===== src/shared/wake_source_params.svh =====
`ifndef WAKE_SOURCE_PARAMS_SVH
`define WAKE_SOURCE_PARAMS_SVH

// ****************************************************************
// register addresses on the decoded access port
// ****************************************************************
`define BUS_CTRL_ADDR        7'h04
`define WAKE_CTRL_ADDR       7'h05

// ****************************************************************
// transceiver mode field values
// ****************************************************************
`define CAN_POR_RESET        3'h0
`define CAN_DEV_RESET        3'h1
`define CAN_FAILSAFE         3'h1
`define CAN_LOW_WAKE         2'h1
`define CAN_LOW_RECEIVE      2'h2
`define CAN_LOW_NORMAL       2'h3

// ****************************************************************
// wake control field positions
// ****************************************************************
`define WK_ROLE_BIT          15
`define WAKE_FILTER_SELECT_MSB          13
`define WAKE_FILTER_SELECT_LSB          11
`define WK_PULL_MSB          10
`define WK_PULL_LSB          9
`define INPUT_ENABLE_SELECT_MSB            6
`define INPUT_ENABLE_SELECT_LSB            5
`define WK_BANK_MSB          2
`define WK_BANK_LSB          0

// ****************************************************************
// wake control codes and reset values
// ****************************************************************
`define BANK_SHARED          3'h1
`define BANK_STROBE          3'h3
`define BANK_FIXED_PULL      3'h4
`define BANK_LAST            3'h4
`define FILT_STATIC_16       3'h0
`define FILT_STROBE          3'h4
`define FILT_LAST            3'h4
`define PULL_NONE            2'h0
`define PULL_UP              2'h2
`define EN_OFF               2'h0
`define EN_ON                2'h1
`define EN_STROBE            2'h2
`define WAKE_CTRL_RESET      16'h0020

`endif


===== src/shared/wake_pkg.sv =====
package wake_pkg;

  // ****************************************************************
  // per-input configuration carrier
  // ****************************************************************
  typedef struct packed
  {
    logic [2:0] filter;   // filter time select
    logic [1:0] pull;     // pull resistor select
    logic [1:0] enable;   // input enable select
  } wake_cfg_s;

  // transceiver mode field
  typedef logic [2:0] can_mode_t;

endpackage


===== src/verilog/wake_source_control.sv =====
// Operation
// RULE1: mode field: low bits mode, top bit selective
// RULE2: hardware never changes selective wake bit; code clears it on restart and fail-safe entry
// RULE3: sleep without error turns normal into wake
// RULE4: receive only becomes wake on sleep, kept stop
// RULE5: wake or off unchanged on low power
// RULE6: host selects receive only before stop
// RULE7: fail-safe entry forces transceiver to wake
// RULE8: development mode resets transceiver to wake
// RULE9: restart loads cause-dependent low mode bits
// RULE10: bit fifteen picks fail output or wake
// RULE11: shared pin bit reachable only in bank two
// RULE12: filter codes select static, timer, strobe filtering
// RULE13: pull codes none, down, up, automatic
// RULE14: fifth input pull field reserved, fixed up
// RULE15: enable codes off, on, fourth strobe
// RULE16: strobe only in bank four, enabled fourth
// RULE17: bank codes zero to four pick inputs
// RULE18: host uses on-time at least 100 us
// RULE19: host assigns timer or strobe to switch
// RULE20: fail-safe entry enables inputs, two exceptions
// RULE21: fail-safe uses static sixteen microsecond filter
// RULE22: per-input fields stored separately for each bank
`timescale 1ns/10ps
`default_nettype none
`include "wake_source_params.svh"

module wake_source_control (
  input  wire logic                      mclk,              // device clock, 200 MHz
  input  wire logic                      rst,               // power-on or soft reset
  input  wire logic                      restart_rst,       // restart reset pulse
  input  wire logic                      dev_mode,          // development operating mode
  input  wire logic                      system_error_flag, // system error flag
  input  wire logic                      sleep_entry,       // sleep mode entry pulse
  input  wire logic                      stop_entry,        // stop mode entry pulse
  input  wire logic                      failsafe_entry,    // fail-safe entry pulse
  input  wire logic                      failsafe_active,   // fail-safe mode level
  input  wire logic [1:0]                restart_can_low,   // cause-dependent restart mode
  input  wire logic                      reg_wr,            // register write strobe
  input  wire logic                      reg_rd,            // register read strobe
  input  wire logic [6:0]                reg_addr,          // register address
  input  wire logic [15:0]               reg_wdata,         // register write data
  output logic      [15:0]               reg_rdata,         // register read data
  output wake_pkg::can_mode_t            transceiver_mode,  // transceiver mode field
  output logic                           shared_pin_role_select, // 1 wake input, 0 fail output
  output logic                           strobe_input_active,    // fourth input is strobe
  output wake_pkg::wake_cfg_s [4:0]      input_config       // effective per-input setup
);

  // ****************************************************************
  // storage and decode
  // ****************************************************************
  wake_pkg::wake_cfg_s [4:0] cfg;         // stored per-input settings
  logic [2:0]                bank;        // selected input bank
  logic                      wr_bus;      // write to transceiver register
  logic                      wr_wake;     // write to wake control register
  logic [2:0]                wbank;       // bank carried by the write
  logic                      wbank_ok;    // written bank is a real input
  logic [15:0]               rd_word;     // read mux result
  wake_pkg::wake_cfg_s       sel;         // settings of the selected bank
  // power-on image of the wake control register, split into fields below
  localparam logic [15:0]    WAKE_RESET_IMG = `WAKE_CTRL_RESET;

  // address decode of the access port
  assign wr_bus   = reg_wr && (reg_addr == `BUS_CTRL_ADDR);
  assign wr_wake  = reg_wr && (reg_addr == `WAKE_CTRL_ADDR);
  assign wbank    = reg_wdata[`WK_BANK_MSB:`WK_BANK_LSB];
  // RULE17: reserved bank codes
  assign wbank_ok = (wbank <= `BANK_LAST);
  assign sel      = cfg[bank];

  // ****************************************************************
  // transceiver mode field
  // ****************************************************************
  // hardware events take priority over a host write in the same cycle
  always_ff @(posedge mclk)
  begin
    if (rst)
    begin
      // RULE8: development reset value
      transceiver_mode <= dev_mode ? `CAN_DEV_RESET : `CAN_POR_RESET;
    end
    else if (restart_rst)
    begin
      // RULE9: cause-dependent restart value
      transceiver_mode <= {1'b0, restart_can_low};
    end
    else if (failsafe_entry)
    begin
      // RULE7: wake capable on fail-safe
      transceiver_mode <= `CAN_FAILSAFE;
    end
    else if (sleep_entry)
    begin
      // RULE3: normal to wake on sleep
      if ((transceiver_mode[1:0] == `CAN_LOW_NORMAL) && !system_error_flag)
      begin
        // RULE2: only the low bits move
        transceiver_mode[1:0] <= `CAN_LOW_WAKE;
      end
      // RULE4: receive only to wake on sleep
      else if (transceiver_mode[1:0] == `CAN_LOW_RECEIVE)
      begin
        transceiver_mode[1:0] <= `CAN_LOW_WAKE;
      end
      // RULE5: wake and off stay as they are
    end
    else if (stop_entry)
    begin
      // RULE4: stop keeps receive only and every other setting
      transceiver_mode <= transceiver_mode;
    end
    else if (wr_bus)
    begin
      // RULE1: host writes the full field
      transceiver_mode <= reg_wdata[2:0];
    end
  end

  // ****************************************************************
  // bank select and shared pin role
  // ****************************************************************
  // bank is cleared on restart, shared pin role survives it
  always_ff @(posedge mclk)
  begin
    if (rst)
    begin
      bank <= 3'h0;
    end
    else if (restart_rst)
    begin
      bank <= 3'h0;
    end
    // RULE17: reserved bank codes are not stored
    else if (wr_wake && wbank_ok)
    begin
      bank <= wbank;
    end
  end

  // shared pin role write, only with bank two in the same write
  always_ff @(posedge mclk)
  begin
    if (rst)
    begin
      shared_pin_role_select <= 1'b0;
    end
    // RULE11: write gated by bank two
    else if (wr_wake && (wbank == `BANK_SHARED))
    begin
      // RULE10: 0 fail output, 1 wake input
      shared_pin_role_select <= reg_wdata[`WK_ROLE_BIT];
    end
  end

  // ****************************************************************
  // per-input settings and effective outputs
  // ****************************************************************
  genvar gi;
  generate
    for (gi = 0; gi < 5; gi++)
    begin : g_input
      localparam logic [2:0] IDX = 3'(gi);   // bank code of this input
      logic hit;                             // this input addressed by the write
      logic keep_en;                         // excepted from fail-safe enable

      assign hit = wr_wake && wbank_ok && (wbank == IDX);
      // RULE20: shared pin as fail output, fourth input as strobe
      assign keep_en = ((IDX == `BANK_SHARED) && !shared_pin_role_select) ||
                       ((IDX == `BANK_STROBE) && (cfg[gi].enable == `EN_STROBE));

      // stored settings of this input
      always_ff @(posedge mclk)
      begin
        if (rst)
        begin
          // field-wise, so the enable bit of the image lands in the enable field
          cfg[gi] <= {WAKE_RESET_IMG[`WAKE_FILTER_SELECT_MSB:`WAKE_FILTER_SELECT_LSB], WAKE_RESET_IMG[`WK_PULL_MSB:`WK_PULL_LSB],
                      WAKE_RESET_IMG[`INPUT_ENABLE_SELECT_MSB:`INPUT_ENABLE_SELECT_LSB]};
        end
        else if (failsafe_entry)
        begin
          // RULE20: force enable on
          if (!keep_en)
          begin
            cfg[gi].enable <= `EN_ON;
          end
        end
        // RULE22: write lands in the addressed input only
        else if (hit)
        begin
          // RULE12: reserved filter codes ignored
          if (reg_wdata[`WAKE_FILTER_SELECT_MSB:`WAKE_FILTER_SELECT_LSB] <= `FILT_LAST)
          begin
            cfg[gi].filter <= reg_wdata[`WAKE_FILTER_SELECT_MSB:`WAKE_FILTER_SELECT_LSB];
          end
          // RULE14: pull field reserved in bank five
          if (IDX != `BANK_FIXED_PULL)
          begin
            // RULE13: pull code stored
            cfg[gi].pull <= reg_wdata[`WK_PULL_MSB:`WK_PULL_LSB];
          end
          // RULE15: enable code stored
          cfg[gi].enable <= reg_wdata[`INPUT_ENABLE_SELECT_MSB:`INPUT_ENABLE_SELECT_LSB];
        end
      end

      // effective configuration seen by the wake front end
      always_ff @(posedge mclk)
      begin
        if (rst)
        begin
          input_config[gi] <= '0;
        end
        else
        begin
          // RULE21: fail-safe uses static 16 us filter
          if (failsafe_active)
          begin
            input_config[gi].filter <= `FILT_STATIC_16;
          end
          // RULE16: strobe filter needs strobe input
          else if ((cfg[gi].filter == `FILT_STROBE) && (cfg[3].enable != `EN_STROBE))
          begin
            input_config[gi].filter <= `FILT_STATIC_16;
          end
          else
          begin
            input_config[gi].filter <= cfg[gi].filter;
          end
          // RULE14: fixed pull-up on fifth input
          input_config[gi].pull <= (IDX == `BANK_FIXED_PULL) ? `PULL_UP : cfg[gi].pull;
          // RULE15: only code 01 turns the input on
          if ((cfg[gi].enable == `EN_ON) && !((IDX == `BANK_SHARED) && !shared_pin_role_select))
          begin
            input_config[gi].enable <= `EN_ON;
          end
          else
          begin
            input_config[gi].enable <= `EN_OFF;
          end
        end
      end
    end
  endgenerate

  // strobe input role of the fourth input
  always_ff @(posedge mclk)
  begin
    if (rst)
    begin
      strobe_input_active <= 1'b0;
    end
    else
    begin
      // RULE16: strobe only on fourth input
      strobe_input_active <= (cfg[3].enable == `EN_STROBE);
    end
  end

  // ****************************************************************
  // register read path
  // ****************************************************************
  // read mux, reserved bits and unmapped addresses read zero
  always_comb
  begin
    rd_word = 16'h0000;
    if (reg_addr == `BUS_CTRL_ADDR)
    begin
      rd_word[2:0] = transceiver_mode;
    end
    else if (reg_addr == `WAKE_CTRL_ADDR)
    begin
      // RULE11: shared pin bit visible in bank two
      rd_word[`WK_ROLE_BIT] = (bank == `BANK_SHARED) ? shared_pin_role_select : 1'b0;
      rd_word[`WAKE_FILTER_SELECT_MSB:`WAKE_FILTER_SELECT_LSB] = sel.filter;
      // RULE14: reserved pull field reads zero
      rd_word[`WK_PULL_MSB:`WK_PULL_LSB] = (bank == `BANK_FIXED_PULL) ? `PULL_NONE : sel.pull;
      rd_word[`INPUT_ENABLE_SELECT_MSB:`INPUT_ENABLE_SELECT_LSB] = sel.enable;
      rd_word[`WK_BANK_MSB:`WK_BANK_LSB] = bank;
    end
  end

  // read data register, holds until the next read
  always_ff @(posedge mclk)
  begin
    if (rst)
    begin
      reg_rdata <= 16'h0000;
    end
    else if (reg_rd)
    begin
      reg_rdata <= rd_word;
    end
  end

  // ****************************************************************
  // checks
  // ****************************************************************
  swk_bit_hold_a : assert property (@(posedge mclk) disable iff (rst) // RULE2
    $changed(transceiver_mode[2]) |->
      ($past(wr_bus) || $past(restart_rst) || $past(failsafe_entry) || $past(rst)))
    else $error("selective wake bit changed without host write");

  sleep_normal_a : assert property (@(posedge mclk) disable iff (rst) // RULE3
    (sleep_entry && !restart_rst && !failsafe_entry && !system_error_flag &&
     (transceiver_mode[1:0] == 2'h3)) |=>
      ((transceiver_mode[1:0] == 2'h1) && (transceiver_mode[2] == $past(transceiver_mode[2]))))
    else $error("normal mode not turned to wake on sleep");

  sleep_receive_a : assert property (@(posedge mclk) disable iff (rst) // RULE4
    (sleep_entry && !restart_rst && !failsafe_entry && (transceiver_mode[1:0] == 2'h2)) |=>
      (transceiver_mode[1:0] == 2'h1))
    else $error("receive only not turned to wake on sleep");

  stop_keep_a : assert property (@(posedge mclk) disable iff (rst) // RULE5
    (stop_entry && !sleep_entry && !restart_rst && !failsafe_entry) |=> $stable(transceiver_mode))
    else $error("mode changed on stop entry");

  failsafe_mode_a : assert property (@(posedge mclk) disable iff (rst) // RULE7
    (failsafe_entry && !restart_rst) |=> (transceiver_mode == 3'h1) [*1] ##0 (reg_rdata == $past(reg_rdata) || $past(reg_rd)))
    else $error("fail-safe did not force wake capable");

  dev_reset_a : assert property (@(posedge mclk) // RULE8
    (rst && dev_mode) |=> (transceiver_mode == 3'h1))
    else $error("development reset value wrong");

  restart_low_a : assert property (@(posedge mclk) disable iff (rst) // RULE9
    restart_rst |=> ((transceiver_mode == {1'b0, $past(restart_can_low)}) && (bank == 3'h0)))
    else $error("restart mode bits wrong");

  role_guard_a : assert property (@(posedge mclk) disable iff (rst) // RULE11
    (!wr_wake || (reg_wdata[2:0] != 3'h1)) |=> $stable(shared_pin_role_select))
    else $error("shared pin role changed outside bank two");

  fixed_pull_a : assert property (@(posedge mclk) disable iff (rst) // RULE14
    1'b1 |=> ((input_config[4].pull == 2'h2) &&
              (!$past(reg_rd && (reg_addr == 7'h05) && (bank == 3'h4)) || (reg_rdata[10:9] == 2'h0))))
    else $error("fifth input pull not fixed or readable");

  failsafe_enable_a : assert property (@(posedge mclk) disable iff (rst) // RULE20
    (failsafe_entry && !restart_rst) |=> (cfg[0].enable == 2'h1) ##1 (input_config[0].enable == 2'h1))
    else $error("fail-safe did not enable first input");

  failsafe_filter_a : assert property (@(posedge mclk) disable iff (rst) // RULE21
    failsafe_active |=> (input_config[2].filter == 3'h0))
    else $error("filter not static during fail-safe");

  sleep_cover_c : cover property (@(posedge mclk) disable iff (rst)
    sleep_entry && (transceiver_mode[1:0] == 2'h3) ##1 (transceiver_mode[1:0] == 2'h1));

  failsafe_cover_c : cover property (@(posedge mclk) disable iff (rst)
    failsafe_entry && (cfg[3].enable == 2'h2) ##1 strobe_input_active);

  bank_cover_c : cover property (@(posedge mclk) disable iff (rst)
    wr_wake && (reg_wdata[2:0] == 3'h1) ##2 reg_rd && (reg_addr == 7'h05));

endmodule // wake_source_control

`default_nettype wire


===== config.mk =====
export PLATFORM = sky130hd
export DESIGN_NAME = wake_source_control
export DESIGN_NICKNAME = d
export VERILOG_FILES = /design/src/shared/wake_pkg.sv /design/src/verilog/wake_source_control.sv
export VERILOG_INCLUDE_DIRS = /design/src /design/src/shared
export SDC_FILE = /design/constraint.sdc
export NUM_CORES = 1
export LEC_CHECK = 0
export ABC_AREA = 1
export ABC_CLOCK_PERIOD_IN_PS = 1500
export BUFFER_PORTS_ARGS = -buffer_cell sky130_fd_sc_hd__buf_4
export CORE_MARGIN = 2
export CORE_UTILIZATION = 47
export DETAILED_ROUTE_END_ITERATION = 12
export HOLD_SLACK_MARGIN = 0.08
export PLACE_DENSITY_LB_ADDON = 0.3
export SLEW_MARGIN = 10
export SYNTH_ARGS = -nofsm -noshare
export SYNTH_HDL_FRONTEND = slang
export SYNTH_SLANG_ARGS = --single-unit

===== constraint.sdc =====
create_clock -name mclk -period 1.5 [get_ports mclk]
set_clock_uncertainty 0.05 [all_clocks]
set_input_delay 0.375 -clock mclk [delete_from_list [all_inputs] [get_ports mclk]]
set_output_delay 0.375 -clock mclk [all_outputs]
set_load 0.05 [all_outputs]

==> run metrics <==
outcome=finished, final reports clean; routed via count=3271; gr ovfl total=0; Routed WL per cell=12.9 um; syn avg cell area=7.46 sq um; ys flop type=dfxtp_1; RSZ-0062 raised after global routing=false; # clock sinks=81; TritonCTS clock tree=yes; most frequent cells in the layout=buf_4, nand2_1, dfxtp_1, nor2_1, inv_1; post-synthesis sequential area ratio=47.6%; Initial DRT Pass Iterations=4; final instance area=4470 sq um; final setup violation count=0; layout cells sized above 1=25.7%; io pins=92; CTS buffer count=9; PD cells=910 nW/um^2; Remaining DRCs=0; fin. max-slew vios=0; htree depth=3; Worst-Margin Slew=0.520 ns; initial antenna violation count=0; Worst Path Arrival=1.01 ns; die height=89.9 um; Die X=89.9 um; P&R area growth vs syn=28.8%; endpoints failing hold=0; Post-synth EDFFs=3; CP Class=reg -> out; GRT Total Usage=21.9%; DR iter-0 viols=233; area of the core=7210 sq um; post-route ant nets=0; # nets final=604; IO buf count=75; slowest cell on the critical path=dfxtp_1; Reg-to-Reg End=reg_rdata[11]; post-CTS setup buffers=0; Min Clock Period, post-route=1.44 ns; CP max FO=4; Top Family by Delay on Critical Path=flip-flops; first-pass GRT wire length=14300 um; post-synth cell types=32; largest buffer count on any clock path=2; Starting Density=48.1%; R2R setup slack=0.13 ns; clock latency on the worst-skew pair=0.36 ns; CP Depth=1; Worst Setup SP=shared_pin_role_select; Row Count=31; Crit. End Element=output port; kind of start point of the critical path=flip-flop; r2r startpoint=bank[1]; CP bufs+invs=1; Post-Syn Instances=465; FF-to-FF path depth=8; #FFs+latches synth=81; DRT Wirelength=8700 um; Final Cycle Share=95.7%; number of diodes=0; Async S/R FF share, synth=0%; Post-Syn Area=3470 sq um; Fmax=697 MHz; clk root buf=clkbuf_8; commonest non-fill, non-tap cell in the layout=buf_4; Worst Hold Class=in -> reg; Final HPWL DP=6740 um; placed cell area=4280 sq um; vias per std cell=4.87; number of global-route vias before repair=3107; CP Capture Point=shared_pin_role_select; max-cap violations=0; Yosys Warn Count=0; Lkg Pwr=2.04 nW; CP cell instances=buf_4; VDD IR max=0.000459 V; Max-Slew Margin vs Limit=64.9%; Hold WS=0.184 ns; WP data required=1.07 ns; CP max stage delay=0.42 ns; Routability Congestion=0.913; Reg clk slew, reported paths=0.09 ns; die area=8080 sq um; largest net degree at the start of global routing=19
## worst min-delay path by stage
stage                        from               end  slack (ns)  cells past startpoint
after floorplan           cfg[29]  input_config[28]        0.35                      1
after global placement    cfg[29]  input_config[28]        0.36                      1
after detailed placement  cfg[29]  input_config[28]        0.37                      1
after CTS                     rst   input_config[9]        0.19                      2
after global routing          rst  input_config[24]        0.21                      2
final                         rst   input_config[9]        0.18                      2
## cells in the mapped netlist, types with 3 or more instances
master      n  area share [%]
nor2_1     63             6.8
inv_1      57             6.2
nand4_1    13             2.3
o21ai_0    17             2.5
nand3_1    23             3.3
nor2_4      3            0.97
o211ai_1    5             1.1
buf_2       6            0.87
nor3_1      6            0.87
clkbuf_1    7            0.76
dfxtp_1    78              45
a21oi_1    33             4.8
o21ai_1     5            0.72
nor2_2      3            0.54
o41ai_1     5             1.3
a31oi_1     3            0.54
nor3_2      3            0.87
nand2_2     5            0.90
edfxtp_1    3             2.6
nand2_1   100              11
buf_4      13             2.8
## cell type report
class	count	area [sq um]
clock buffers	9	124
clock inverters	7	55.1
fillers	693	2750
inverters	60	225
multi-input cells	307	1470
flip-flops and latches	81	1650
well taps	99	124
repair buffers	109	818
## power breakdown
part | total (W) | internal (W) | switching (W)
sequential | 0.00219 | 0.00218 | 0.00000803
clock | 0.00147 | 0.000612 | 0.000862
combinational | 0.000402 | 0.000128 | 0.000274
## cells by family (layout without fill, tap and decap cells)
kind of cell	Yosys count	after routing	share of synthesized area, %
other cells	1	11	0.108
compound gates	71	71	11.5
buf+inv	87	185	11.3
simple gates	225	225	29.5
flops	81	81	47.6
## metal layers
layer  wire length, um  share of wire, %  vias to the layer above  global-route usage (%)
met5                 0                 0                        -                       0
met4               121               1.4                        0                    8.59
met3               456               5.2                       10                    3.52
met2              4280                49                       96                    37.2
met1              3840                44                     1490                    28.1
li1                  -                 -                     1675                       -
## registers in the layout, summed over array words and instances (netlist names)
| signal | cells |
|---|---|
| bank | 3 |
| cfg | 33 |
| input_config | 29 |
| reg_rdata | 11 |
| shared_pin_role_select | 1 |
| strobe_input_active | 1 |
| transceiver_mode | 3 |
## stage by stage
step / std cells / total power (W) / worst slack, ns / TNS, ns / utilization (%)
final: 672 / 0.00406 / 0.0645 / 0 / 61.9
after global routing: 672 / 0.00417 / 0.0216 / 0 / 61.9
after CTS: 672 / 0.00406 / 0.0708 / 0 / 61.8
after detailed placement: 656 / 0.00263 / -0.208 / -4.02 / 59.4
after global placement: 656 / 0.00263 / -0.142 / -2.60 / 59.4
after floorplan: 475 / 0.00250 / 0.0643 / 0 / -
## worst register-to-register path, delay by kind of cell, from the launching register on
kind	cells	cell delay, ns
DFF	1	0.36
buffers and inverters	1	0.15
and+or+nand+nor	5	0.50
AOI/OAI and AO/OA	2	0.26
## what timing repair did
item,in CTS,in global routing
hold buffers,0,0
endpoints found under the hold margin,0,0
setup endpoints to repair,0,3
resized for setup,0,2
Power figures use the tool's default switching activity.
